==> config.mk <==
export PLATFORM = sky130hd
export DESIGN_NAME = caf_core
export DESIGN_NICKNAME = d
export VERILOG_FILES = /design/src/hw/caf_pkg.sv /design/src/hw/caf_core.sv
export VERILOG_INCLUDE_DIRS = /design/src /design/src/hw
export SDC_FILE = /design/constraint.sdc
export NUM_CORES = 1
export LEC_CHECK = 0
export ABC_AREA = 1
export BUFFER_PORTS_ARGS = -buffer_cell sky130_fd_sc_hd__buf_2
export CORE_MARGIN = 2
export CORE_UTILIZATION = 40
export CTS_CLUSTER_DIAMETER = 60
export DETAILED_ROUTE_END_ITERATION = 10
export PLACE_DENSITY = 0.59
export SLEW_MARGIN = 20
export SYNTH_ARGS = -nofsm -noshare
export SYNTH_HDL_FRONTEND = slang
export SYNTH_SLANG_ARGS = --single-unit
==> constraint.sdc <==
create_clock -name clk_i -period 5.34 [get_ports clk_i]
set_input_delay 1.602 -clock clk_i [delete_from_list [all_inputs] [get_ports clk_i]]
set_output_delay 1.602 -clock clk_i [all_outputs]
set_load 0.01 [all_outputs]
==> src/hw/caf_defs.svh <==
// Constants for the addressing and flow-control core
`ifndef CAF_DEFS_SVH
`define CAF_DEFS_SVH
`define CAF_PC_RST   15'h0000
`define CAF_SP_RST   8'h6F
`define CAF_TRAP_VEC 15'h00FF
`define CAF_REL_BIAS 15'h001F
// Opcode groups, upper nibble or upper five bits
`define CAF_G_LDB    4'h4
`define CAF_G_JMP    4'h5
`define CAF_G_JSR    4'h6
`define CAF_G_ACC    4'h9
`define CAF_G_CTL    4'hB
`define CAF_G_ALUI   5'h0E
`define CAF_G_ALUB   5'h0F
`define CAF_G_BSET   5'h10
`define CAF_G_BCLR   5'h11
`define CAF_G_XPTR   5'h14
`define CAF_G_LPTR   5'h15
`define CAF_G_ALUD   5'h18
// Control group, low nibble
`define CAF_C_FULL_ABSOLUTE_JUMP   4'h0
`define CAF_C_FULL_SUBROUTINE_CALL   4'h1
`define CAF_C_RET    4'h2
`define CAF_C_RETURN_THEN_SKIP  4'h3
`define CAF_C_INTERRUPT_RETURN   4'h4
`define CAF_C_TRAP   4'h5
`define CAF_C_VIS    4'h6
`define CAF_C_TABLE_READ_TO_ACC   4'h7
`define CAF_C_JID    4'h8
`define CAF_C_SOFT_PENDING_CLEAR   4'h9
`define CAF_C_PUSH   4'hA
`define CAF_C_POP    4'hB
`define CAF_C_IFEQ   4'hC
`define CAF_C_IFC    4'hD
// Accumulator group, low nibble
`define CAF_A_CLR    4'h0
`define CAF_A_INC    4'h1
`define CAF_A_DEC    4'h2
`define CAF_A_DADJ   4'h3
`define CAF_A_SC     4'h4
`define CAF_A_RC     4'h5
`define CAF_A_RRC    4'h6
`define CAF_A_RLC    4'h7
`define CAF_A_SWAP   4'h8
// Two-operand operations, low three bits
`define CAF_U_ADD    3'h0
`define CAF_U_ADC    3'h1
`define CAF_U_SUB    3'h2
`define CAF_U_SUBTRACT_CARRY_OP   3'h3
`define CAF_U_AND    3'h4
`define CAF_U_OR     3'h5
`define CAF_U_XOR    3'h6
`define CAF_U_LD     3'h7
// Pointer adjust modes, low two bits
`define CAF_P_INC    2'h1
`define CAF_P_DEC    2'h2
`endif

==> src/hw/caf_pkg.sv <==
// Types shared by the addressing and flow-control core
package caf_pkg;
    typedef enum logic [3:0] {
        S_NXT = 4'b0000,
        S_FET = 4'b0001,
        S_OP1 = 4'b0010,
        S_OP2 = 4'b0011,
        S_EXE = 4'b0100,
        S_MEM = 4'b0101,
        S_WB  = 4'b0110,
        S_PSH = 4'b0111,
        S_POP = 4'b1000,
        S_PRD = 4'b1001
    } caf_state_e;
    typedef struct packed {
        logic        rd;
        logic [14:0] addr;
    } caf_pm_req_s;
    typedef struct packed {
        logic       rd;
        logic       wr;
        logic [7:0] addr;
        logic [7:0] wdata;
    } caf_dm_req_s;
endpackage : caf_pkg

==> src/hw/caf_core.sv <==
// Fetch, decode and execute core for operand and flow-control modes
`timescale 1ns/100ps
`include "caf_defs.svh"
// Notes on behaviour
// (RULE1) Immediate operands come from program bytes right after the opcode.
// (RULE2) Short load of B puts 4-bit value low, clears high nibble.
// (RULE3) Table read addresses program memory with A as low byte.
// (RULE4) Program counter is 15 bits; top bit of upper byte unused.
// (RULE5) Relative jump offset from six opcode bits, range -31 to +32.
// (RULE6) Page jump replaces low 12 bits, keeps top three bits.
// (RULE7) Full jump loads all 15 bits from the instruction.
// (RULE8) Indirect jump fetches new low byte via A, upper unchanged.
// (RULE9) Vector select loads a two-byte vector into the counter.
// (RULE10) After a false test the next instruction runs with no effect.
// (RULE11) Calls push the counter first; returns pop it back.
// (RULE12) Add, subtract, carry forms, inc, dec, decimal adjust, clear, carry.
// (RULE13) AND, OR, XOR on A; XOR with all ones complements.
// (RULE14) Rotate A through carry both ways; swap nibbles.
// (RULE15) Set or clear any memory bit; clear soft trap pending flag.
// (RULE16) Load and exchange read bytes into A; only exchange writes A back; mode picks the source.
// (RULE17) Pointer-indirect uses B or X as the data address.
// (RULE18) Post-increment or decrement adjusts pointer after the access.
// (RULE19) Counter advances past every byte; table read keeps that value.
module caf_core (
    input  wire logic         clk_i,
    input  wire logic         rst_n_i,
    input  wire logic [14:0]  vec_addr_i,
    input  wire logic [7:0]   pm_data_i,
    input  wire logic [7:0]   dm_rdata_i,
    output caf_pkg::caf_pm_req_s pm_o,
    output caf_pkg::caf_dm_req_s dm_o,
    output logic      [14:0]  pc_o,
    output logic      [7:0]   acc_o,
    output logic      [7:0]   ptr_b_o,
    output logic      [7:0]   ptr_x_o,
    output logic      [7:0]   sp_o,
    output logic              carry_o,
    output logic              half_carry_o,
    output logic              skip_o,
    output logic              soft_pend_o
);
    caf_pkg::caf_state_e  state_reg;
    caf_pkg::caf_pm_req_s pm_reg;
    caf_pkg::caf_dm_req_s dm_reg;
    logic        step_reg;
    logic [14:0] pc_reg;
    logic [14:0] opc_pc_reg;
    logic [7:0]  opc_reg;
    logic [7:0]  op1_reg;
    logic [7:0]  op2_reg;
    logic [7:0]  hi_reg;
    logic [7:0]  acc_reg;
    logic [7:0]  b_reg;
    logic [7:0]  x_reg;
    logic [7:0]  sp_reg;
    logic        c_reg;
    logic        hc_reg;
    logic        skip_reg;
    logic        pend_reg;

    function automatic logic [1:0] n_ops(input logic [7:0] o);
        case (o[7:4])
            `CAF_G_JMP, `CAF_G_JSR: n_ops = 2'h1;
            `CAF_G_CTL: begin
                if (o[3:0] == `CAF_C_FULL_ABSOLUTE_JUMP || o[3:0] == `CAF_C_FULL_SUBROUTINE_CALL)
                    n_ops = 2'h2;
                else
                    n_ops = {1'b0, o[3:0] == `CAF_C_IFEQ};
            end
            default: begin
                n_ops = {1'b0, o[7:3] == `CAF_G_ALUI
                               || o[7:3] == `CAF_G_ALUD};
            end
        endcase
    endfunction : n_ops

    // Result is {hc, c, value}; only carry forms touch the flags
    function automatic logic [9:0] alu(input logic [2:0] op,
                                       input logic [7:0] a,
                                       input logic [7:0] m,
                                       input logic       c,
                                       input logic       hc);
        logic [8:0] s;
        logic [4:0] h;
        logic [7:0] mm;
        logic       sb;
        logic       ci;
        sb = op == `CAF_U_SUB || op == `CAF_U_SUBTRACT_CARRY_OP;
        mm = sb ? ~m : m;
        ci = (op == `CAF_U_ADC || op == `CAF_U_SUBTRACT_CARRY_OP) ? c : sb;
        s  = {1'b0, a} + {1'b0, mm} + {8'h00, ci};
        h  = {1'b0, a[3:0]} + {1'b0, mm[3:0]} + {4'h0, ci};
        case (op)
            `CAF_U_ADC, `CAF_U_SUBTRACT_CARRY_OP: alu = {h[4], s[8], s[7:0]};
            `CAF_U_ADD, `CAF_U_SUB: alu = {hc, c, s[7:0]};
            `CAF_U_AND: alu = {hc, c, a & m};                   // RULE13
            `CAF_U_OR:  alu = {hc, c, a | m};                   // RULE13
            `CAF_U_XOR: alu = {hc, c, a ^ m};                   // RULE13
            default:    alu = {hc, c, m};
        endcase
    endfunction : alu

    wire in_nxt = state_reg == caf_pkg::S_NXT;
    wire in_fet = state_reg == caf_pkg::S_FET;
    wire in_op1 = state_reg == caf_pkg::S_OP1;
    wire in_exe = state_reg == caf_pkg::S_EXE;
    wire in_mem = state_reg == caf_pkg::S_MEM;
    wire in_wb  = state_reg == caf_pkg::S_WB;
    wire in_psh = state_reg == caf_pkg::S_PSH;
    wire in_pop = state_reg == caf_pkg::S_POP;
    wire in_prd = state_reg == caf_pkg::S_PRD;
    wire run    = in_exe && !skip_reg;
    wire is_rel  = opc_reg[7:6] == 2'h0;
    wire is_ldb  = opc_reg[7:4] == `CAF_G_LDB;
    wire is_jmp  = opc_reg[7:4] == `CAF_G_JMP;
    wire is_jsr  = opc_reg[7:4] == `CAF_G_JSR;
    wire is_acc  = opc_reg[7:4] == `CAF_G_ACC;
    wire is_ctl  = opc_reg[7:4] == `CAF_G_CTL;
    wire is_alui = opc_reg[7:3] == `CAF_G_ALUI;
    wire is_alub = opc_reg[7:3] == `CAF_G_ALUB;
    wire is_alud = opc_reg[7:3] == `CAF_G_ALUD;
    wire is_bset = opc_reg[7:3] == `CAF_G_BSET;
    wire is_bclr = opc_reg[7:3] == `CAF_G_BCLR;
    wire is_xptr = opc_reg[7:3] == `CAF_G_XPTR;
    wire is_lptr = opc_reg[7:3] == `CAF_G_LPTR;
    wire [3:0] ctl = is_ctl ? opc_reg[3:0] : 4'hF;
    wire is_ptr  = is_xptr || is_lptr;
    wire is_mem  = is_alub || is_alud || is_bset || is_bclr || is_ptr;
    wire is_call = is_jsr || ctl == `CAF_C_FULL_SUBROUTINE_CALL || ctl == `CAF_C_TRAP;
    wire is_ret  = ctl == `CAF_C_RET || ctl == `CAF_C_RETURN_THEN_SKIP
                   || ctl == `CAF_C_INTERRUPT_RETURN;
    wire [7:0] mem_addr = is_alud ? op1_reg                      // RULE17
                        : (is_ptr && opc_reg[2]) ? x_reg : b_reg;
    wire [7:0] bit_mask = 8'h01 << opc_reg[2:0];
    wire [7:0] opnd     = in_mem ? dm_rdata_i : op1_reg;
    wire [9:0] alu_r    = alu(opc_reg[2:0], acc_reg, opnd, c_reg, hc_reg);
    wire [14:0] call_tgt = is_jsr ? {pc_reg[14:12], opc_reg[3:0], op1_reg}
                         : ctl == `CAF_C_FULL_SUBROUTINE_CALL ? {op1_reg[6:0], op2_reg}
                         : `CAF_TRAP_VEC;
    // Opcode or operand address issued this cycle, so the counter moves on
    wire pm_step = in_nxt || (in_fet && n_ops(pm_data_i) != 2'h0)
                   || (in_op1 && n_ops(opc_reg) == 2'h2);

    assign pm_o         = pm_reg;
    assign dm_o         = dm_reg;
    assign pc_o         = pc_reg;
    assign acc_o        = acc_reg;
    assign ptr_b_o      = b_reg;
    assign ptr_x_o      = x_reg;
    assign sp_o         = sp_reg;
    assign carry_o      = c_reg;
    assign half_carry_o = hc_reg;
    assign skip_o       = skip_reg;
    assign soft_pend_o  = pend_reg;

    // Sequencer and memory requests
    always_ff @(posedge clk_i or negedge rst_n_i) begin
        if (!rst_n_i) begin
            state_reg  <= caf_pkg::S_NXT;
            step_reg   <= 1'b0;
            pm_reg     <= '0;
            dm_reg     <= '0;
            opc_reg    <= 8'h00;
            opc_pc_reg <= `CAF_PC_RST;
            op1_reg    <= 8'h00;
            op2_reg    <= 8'h00;
            hi_reg     <= 8'h00;
        end else begin
            case (state_reg)
                caf_pkg::S_NXT: begin
                    pm_reg    <= '{rd: 1'b1, addr: pc_reg};
                    state_reg <= caf_pkg::S_FET;
                end
                caf_pkg::S_FET: begin
                    opc_reg    <= pm_data_i;
                    opc_pc_reg <= pm_reg.addr;
                    if (n_ops(pm_data_i) != 2'h0) begin
                        pm_reg.addr <= pc_reg;                  // RULE1
                        state_reg   <= caf_pkg::S_OP1;
                    end else begin
                        pm_reg.rd <= 1'b0;
                        state_reg <= caf_pkg::S_EXE;
                    end
                end
                caf_pkg::S_OP1: begin
                    op1_reg <= pm_data_i;
                    if (n_ops(opc_reg) == 2'h2) begin
                        pm_reg.addr <= pc_reg;
                        state_reg   <= caf_pkg::S_OP2;
                    end else begin
                        pm_reg.rd <= 1'b0;
                        state_reg <= caf_pkg::S_EXE;
                    end
                end
                caf_pkg::S_OP2: begin
                    op2_reg   <= pm_data_i;
                    pm_reg.rd <= 1'b0;
                    state_reg <= caf_pkg::S_EXE;
                end
                caf_pkg::S_EXE: begin
                    step_reg  <= 1'b0;
                    state_reg <= caf_pkg::S_NXT;
                    if (skip_reg) begin
                        state_reg <= caf_pkg::S_NXT;            // RULE10
                    end else if (is_mem) begin
                        dm_reg    <= '{1'b1, 1'b0, mem_addr, 8'h00};
                        state_reg <= caf_pkg::S_MEM;
                    end else if (is_call || ctl == `CAF_C_PUSH) begin
                        // Low byte first, so the upper byte ends on top
                        dm_reg    <= '{1'b0, 1'b1, sp_reg,
                                       is_call ? pc_reg[7:0] : acc_reg};
                        step_reg  <= !is_call;
                        state_reg <= caf_pkg::S_PSH;            // RULE11
                    end else if (is_ret || ctl == `CAF_C_POP) begin
                        dm_reg    <= '{1'b1, 1'b0, sp_reg + 8'h01, 8'h00};
                        step_reg  <= !is_ret;
                        state_reg <= caf_pkg::S_POP;            // RULE11
                    end else if (ctl == `CAF_C_TABLE_READ_TO_ACC || ctl == `CAF_C_JID) begin
                        pm_reg    <= '{1'b1, {pc_reg[14:8], acc_reg}};
                        state_reg <= caf_pkg::S_PRD;            // RULE3
                    end else if (ctl == `CAF_C_VIS) begin
                        pm_reg    <= '{1'b1, vec_addr_i};
                        state_reg <= caf_pkg::S_PRD;            // RULE9
                    end
                end
                caf_pkg::S_MEM: begin
                    dm_reg.rd <= 1'b0;
                    state_reg <= caf_pkg::S_WB;
                    if (is_xptr) begin
                        dm_reg.wr    <= 1'b1;                   // RULE16
                        dm_reg.wdata <= acc_reg;
                    end else if (is_bset || is_bclr) begin
                        dm_reg.wr    <= 1'b1;                   // RULE15
                        dm_reg.wdata <= is_bset ? dm_rdata_i | bit_mask
                                                : dm_rdata_i & ~bit_mask;
                    end
                end
                caf_pkg::S_WB: begin
                    dm_reg.wr <= 1'b0;
                    state_reg <= caf_pkg::S_NXT;
                end
                caf_pkg::S_PSH: begin
                    if (!step_reg) begin
                        dm_reg.addr  <= sp_reg;
                        dm_reg.wdata <= {1'b0, pc_reg[14:8]};
                        step_reg     <= 1'b1;
                    end else begin
                        dm_reg.wr <= 1'b0;
                        state_reg <= caf_pkg::S_NXT;
                    end
                end
                caf_pkg::S_POP: begin
                    if (!step_reg) begin
                        hi_reg      <= dm_rdata_i;
                        dm_reg.addr <= sp_reg + 8'h01;
                        step_reg    <= 1'b1;
                    end else begin
                        dm_reg.rd <= 1'b0;
                        state_reg <= caf_pkg::S_NXT;
                    end
                end
                caf_pkg::S_PRD: begin
                    if (ctl == `CAF_C_VIS && !step_reg) begin
                        hi_reg      <= pm_data_i;
                        pm_reg.addr <= pm_reg.addr + 15'h0001;  // RULE9
                        step_reg    <= 1'b1;
                    end else begin
                        pm_reg.rd <= 1'b0;
                        state_reg <= caf_pkg::S_NXT;
                    end
                end
                default: state_reg <= caf_pkg::S_NXT;
            endcase
        end
    end

    // Program counter
    always_ff @(posedge clk_i or negedge rst_n_i) begin
        if (!rst_n_i) begin
            pc_reg <= `CAF_PC_RST;
        end else if (pm_step) begin
            pc_reg <= pc_reg + 15'h0001;                        // RULE19
        end else if (run && is_rel) begin
            pc_reg <= opc_pc_reg + {9'h000, opc_reg[5:0]}
                      - `CAF_REL_BIAS;                          // RULE5
        end else if (run && is_jmp) begin
            pc_reg[11:0] <= {opc_reg[3:0], op1_reg};            // RULE6
        end else if (run && ctl == `CAF_C_FULL_ABSOLUTE_JUMP) begin
            pc_reg <= {op1_reg[6:0], op2_reg};                  // RULE7
        end else if (in_psh && step_reg && is_call) begin
            pc_reg <= call_tgt;                                 // RULE11
        end else if (in_pop && step_reg && is_ret) begin
            pc_reg <= {hi_reg[6:0], dm_rdata_i};                // RULE4
        end else if (in_prd && ctl == `CAF_C_JID) begin
            pc_reg[7:0] <= pm_data_i;                           // RULE8
        end else if (in_prd && ctl == `CAF_C_VIS && step_reg) begin
            pc_reg <= {hi_reg[6:0], pm_data_i};                 // RULE9
        end
    end

    // Accumulator and carry flags
    always_ff @(posedge clk_i or negedge rst_n_i) begin
        if (!rst_n_i) begin
            acc_reg <= 8'h00;
            c_reg   <= 1'b0;
            hc_reg  <= 1'b0;
        end else if ((run && is_alui) || (in_mem && (is_alub || is_alud))) begin
            {hc_reg, c_reg, acc_reg} <= alu_r;                  // RULE12
        end else if (in_mem && is_ptr) begin
            acc_reg <= dm_rdata_i;                              // RULE16
        end else if (in_pop && step_reg && !is_ret) begin
            acc_reg <= dm_rdata_i;
        end else if (in_prd && ctl == `CAF_C_TABLE_READ_TO_ACC) begin
            acc_reg <= pm_data_i;                               // RULE3
        end else if (run && is_acc) begin
            case (opc_reg[3:0])
                `CAF_A_CLR: acc_reg <= 8'h00;                   // RULE12
                `CAF_A_INC: acc_reg <= acc_reg + 8'h01;
                `CAF_A_DEC: acc_reg <= acc_reg - 8'h01;
                `CAF_A_DADJ: begin
                    // Corrects after add with pre-biased operand
                    acc_reg <= acc_reg - (c_reg ? 8'h00 : 8'h60)
                               - (hc_reg ? 8'h00 : 8'h06);
                end
                `CAF_A_SC: c_reg <= 1'b1;
                `CAF_A_RC: c_reg <= 1'b0;
                `CAF_A_RRC: begin
                    {acc_reg, c_reg} <= {c_reg, acc_reg};       // RULE14
                end
                `CAF_A_RLC: begin
                    {c_reg, acc_reg} <= {acc_reg, c_reg};       // RULE14
                end
                `CAF_A_SWAP: acc_reg <= {acc_reg[3:0], acc_reg[7:4]};
                default: acc_reg <= acc_reg;
            endcase
        end
    end

    // Pointers and stack pointer
    always_ff @(posedge clk_i or negedge rst_n_i) begin
        if (!rst_n_i) begin
            b_reg  <= 8'h00;
            x_reg  <= 8'h00;
            sp_reg <= `CAF_SP_RST;
        end else begin
            if (run && is_ldb)
                b_reg <= {4'h0, opc_reg[3:0]};                  // RULE2
            // Adjust waits for the write-back so exchanges hit the old address
            if (in_wb && is_ptr && opc_reg[1:0] == `CAF_P_INC) begin
                if (opc_reg[2])
                    x_reg <= x_reg + 8'h01;                     // RULE18
                else
                    b_reg <= b_reg + 8'h01;                     // RULE18
            end
            if (in_wb && is_ptr && opc_reg[1:0] == `CAF_P_DEC) begin
                if (opc_reg[2])
                    x_reg <= x_reg - 8'h01;                     // RULE18
                else
                    b_reg <= b_reg - 8'h01;                     // RULE18
            end
            if ((run && (is_call || ctl == `CAF_C_PUSH))
                || (in_psh && !step_reg))
                sp_reg <= sp_reg - 8'h01;                       // RULE11
            if ((run && (is_ret || ctl == `CAF_C_POP))
                || (in_pop && !step_reg))
                sp_reg <= sp_reg + 8'h01;                       // RULE11
        end
    end

    // Skip and software trap pending
    always_ff @(posedge clk_i or negedge rst_n_i) begin
        if (!rst_n_i) begin
            skip_reg <= 1'b0;
            pend_reg <= 1'b0;
        end else begin
            if (in_exe && skip_reg)
                skip_reg <= 1'b0;                               // RULE10
            else if (run && ctl == `CAF_C_IFEQ)
                skip_reg <= acc_reg != op1_reg;
            else if (run && ctl == `CAF_C_IFC)
                skip_reg <= !c_reg;
            else if (in_pop && step_reg && ctl == `CAF_C_RETURN_THEN_SKIP)
                skip_reg <= 1'b1;
            if (run && ctl == `CAF_C_TRAP)
                pend_reg <= 1'b1;
            else if (run && ctl == `CAF_C_SOFT_PENDING_CLEAR)
                pend_reg <= 1'b0;                               // RULE15
        end
    end
endmodule : caf_core

==> results.txt <==
----------------------------------------------------
[Status]
  Run status ... finished clean

[Detailed routing]
  Via count ... 14300
  Wirelength per Cell ... 20.63 um
  Routed Antenna Nets ... 0
  DRC violations left ... 0
  Mean number of vias per cell ... 5.694
  DRT Wirelength ... 51.82 mm
  First-iteration detailed-routing DRC count ... 1445
  Number of search-and-repair iterations in the first detailed-routing pass ... 7

[Clocking]
  Clock sink count ... 136
  CTS H-Tree Depth ... 4
  Clock-pin slew reported for the worst setup and hold paths after clock tree synthesis ... 0.07 ns
  Root Buffer ... clkbuf_16
  Cts hold-fix bufs ... 0
  Worst-Skew Late Latency ... 0.46 ns
  Inserted Clock Buffers ... 17
  Number of buffers inserted by post-CTS setup repair ... 0
  Maximum buffer depth of the clock tree ... 2
  CTS tree ... built
  Post_cts resized ... 0

[Die]
  Standard cell core area ... 31390 um^2
  Area enclosed by the die boundary ... 33240 um^2
  Die width ... 182.3 um
  Io pins ... 118
  Standard-cell rows ... 65
  Die height ... 182.3 um
  Starting density of the core ... 0.4051

[Critical path]
  Maximum cell stage delay along the critical path ... 0.52 ns
  Data arrival time of the critical path ... 4.19 ns
  Chain of cells forming the critical path ... inv_2, nand2_2, inv_2, nand2_1, o21ai_1, xor2_1, fa_1, fa_1, a21oi_1, o21ai_0, o21ai_0, nand2_1, nand2_1, nand2_1, a21oi_1, nor2_1
  Setup slack of the most critical reg-to-reg path ... 1.50 ns
  Depth of the critical timing path with buffers and inverters included ... 16
  Critical Path Sink ... acc_o[4]
  Startpoint of the worst register-to-register path ... state_reg[3]
  Classification of the worst setup path ... reg -> reg
  Required time of the critical path ... 5.69 ns
  Cell occurring most often along the worst timing path ... nand2_1
  Kind of cell with the highest combined delay on the critical path ... compound AO/OA/AOI/OAI gates
  Worst-case reg-to-reg path depth ... 16
  Launching element type of the critical path ... flop
  Count of buffering cells on the critical path with inverters included ... 2
  Origin of the worst setup path ... state_reg[3]
  Kind of capture point of the worst setup path ... flop
  RR Endpoint ... acc_o[4]
  Largest fanout on the critical path ... 20
  Critical Path Slowest Stage Cell ... o21ai_1

[Yosys]
  Synth Cell Area ... 12720 um^2
  Most instantiated flip-flop cell in the synthesis netlist ... dfrtp_1
  Synthesis-stage register bit count ... 136
  Cell taking the most area after synthesis ... dfrtp_1
  Area share of the largest cell type after synthesis ... 0.2558
  Cell types with the highest counts after synthesis ... 562 x nand2_1, 235 x inv_1, 195 x o21ai_0
  Most frequently used cell type in the post-synthesis netlist ... nand2_1
  Post-Syn Instances ... 2012
  Distinct cells, synth ... 54
  Async S/R FF share, synth ... 1.000
  Syn Area/Cell ... 6.321 um^2
  Cell types with the largest area share after synthesis ... dfrtp_1 26%, nand2_1 17%, o21ai_0 7.7%, inv_1 6.9%, ha_1 6.5%
  Portion of the post-synthesis area used by sequential elements ... 0.2682
  Count of flip-flops with a built-in enable after synthesis ... 0
  Count of yosys warnings during synthesis ... 0
  Nets in the synthesized netlist ... 2115

[Run]
  Count of maximum capacitance violations ... 0

[Global routing]
  Pin count of the biggest net entering global routing ... 82
  Total track usage ... 0.3120
  Number of antenna violations at the first check in global routing ... 0
  Via count of the first global-routing pass ... 13350
  Global-route wire length before repair ... 78.73 mm
  Overflow after GRT ... 0

[Placement]
  Inst Count DP ... 2480
  IO buf count ... 117
  Final Wtd Congestion ... 0.9826
  HPWL after detailed placement ... 38.78 mm
  Post-place instance area ... 13600 um^2

[Finish]
  Non-Filler Cell Area, Final ... 14230 um^2
  Diodes inserted ... 0
  # nets final ... 2200
  Fraction of final layout cells with drive strength greater than 1 ... 0.1114
  Flip-flop count of the largest register, all copies and words added ... 18
  Finished Layout Cells ... 2512
  Area growth from synthesis to layout ... 11.86%

[Timing]
  Unrepaired setup endpoints after global routing ... false
  Fin Clk Skew ... 0.01397 ns
  Period minus WS final ... 3.842 ns
  Portion of the clock cycle consumed by the worst path in the final layout ... 0.7194
  Slew of the pin with the lowest slew margin ... 1.096 ns
  Setup violators final ... 0
  Worst slew margin relative to its limit ... 0.2636
  Final-report hold violation count ... 0
  Setup Total Neg Slack ... 0 ns
  Maximum clock frequency ... 260.3 MHz
  Number of pins with negative max-slew slack in the final report ... 0

[Min path]
  Hold Path Stages ... 2
  Tightest Hold Check Type ... reg -> reg

[Power]
  Static Leak ... 7.298 nW
  Areal power density over the cells ... 677.4 nW/um^2
  Worst IR Drop VDD ... 283.3 uV
  PnR Total Power ... 9.638 mW

----------------------------------------------------
[per-layer routing]
metal,part of all wire,GRT usage,wire (um),vias to the layer above
li1,-,-,-,6801
met3,0.090,0.04929,4671,122
met5,0,0,0,-
met4,0.038,0.1290,1969,0
met1,0.42,0.4205,21930,6687
met2,0.45,0.4991,23240,693
[how the worst min path moves through the flow]
stage / start / endpoint
finish: dm_o[7] / dm_o[7]
global route: dm_o[7] / dm_o[7]
CTS: dm_o[7] / dm_o[7]
detailed placement: dm_o[7] / dm_o[7]
global placement: dm_o[6] / dm_o[6]
floorplan: op2_reg[0] / op2_reg[0]
[cells by family after synthesis]
kind of cell | synth area share
compound gates | 0.1863
xor+xnor | 0.03306
fa+ha+maj | 0.07122
buf+inv | 0.09887
flops | 0.2682
simple gates | 0.3424
[per-stage QoR]
step | hold slack [ns] | setup WS (ns) | utilization
after CTS | 0.4819 | 1.583 | 0.4532
after global placement | 0.4621 | 1.274 | 0.4331
final | 0.4759 | 1.498 | 0.4532
after floorplan | 0.4530 | 1.666 | -
after global routing | 0.5027 | 1.214 | 0.4532
after detailed placement | 0.4673 | 1.242 | 0.4331
[worst reg2reg max path: stages (launching register included)]
cell	delay, ns
dfrtp_1	0.37
inv_2	0.09
nand2_2	0.16
inv_2	0.12
nand2_1	0.49
o21ai_1	0.54
xor2_1	0.15
fa_1	0.48
fa_1	0.46
a21oi_1	0.19
o21ai_0	0.15
o21ai_0	0.17
nand2_1	0.07
nand2_1	0.06
nand2_1	0.06
a21oi_1	0.12
nor2_1	0.05
[power breakdown]
group / switching [mW] / leakage, nW / internal, mW
registers: 0.767 / 1.65 / 1.48
clock network: 0.527 / 0.305 / 0.799
logic: 4.06 / 5.34 / 2.01
[layout by cell type, fill, tap and decap left out, types with 26 or more instances in the layout]
master	count
nand2_1	562
inv_1	235
o21ai_0	195
nor2_1	191
nand3_1	152
dfrtp_1	130
a21oi_1	119
buf_2	116
ha_1	66
xor2_1	40
nor3_1	26
[area by class of cell]
| type | count | area, um^2 |
|---|---|---|
| Fill cell | 3356 | 17170 |
| Multi-Input combinational cell | 1559 | 8050 |
| Sequential cell | 136 | 3411 |
| Inverter | 255 | 957.2 |
| Timing Repair Buffer | 128 | 674.4 |
| Tap cell | 402 | 503.0 |
| Clock buffer | 19 | 442.9 |
| Clock inverter | 13 | 188.9 |
(Power assumes the default switching activity.)
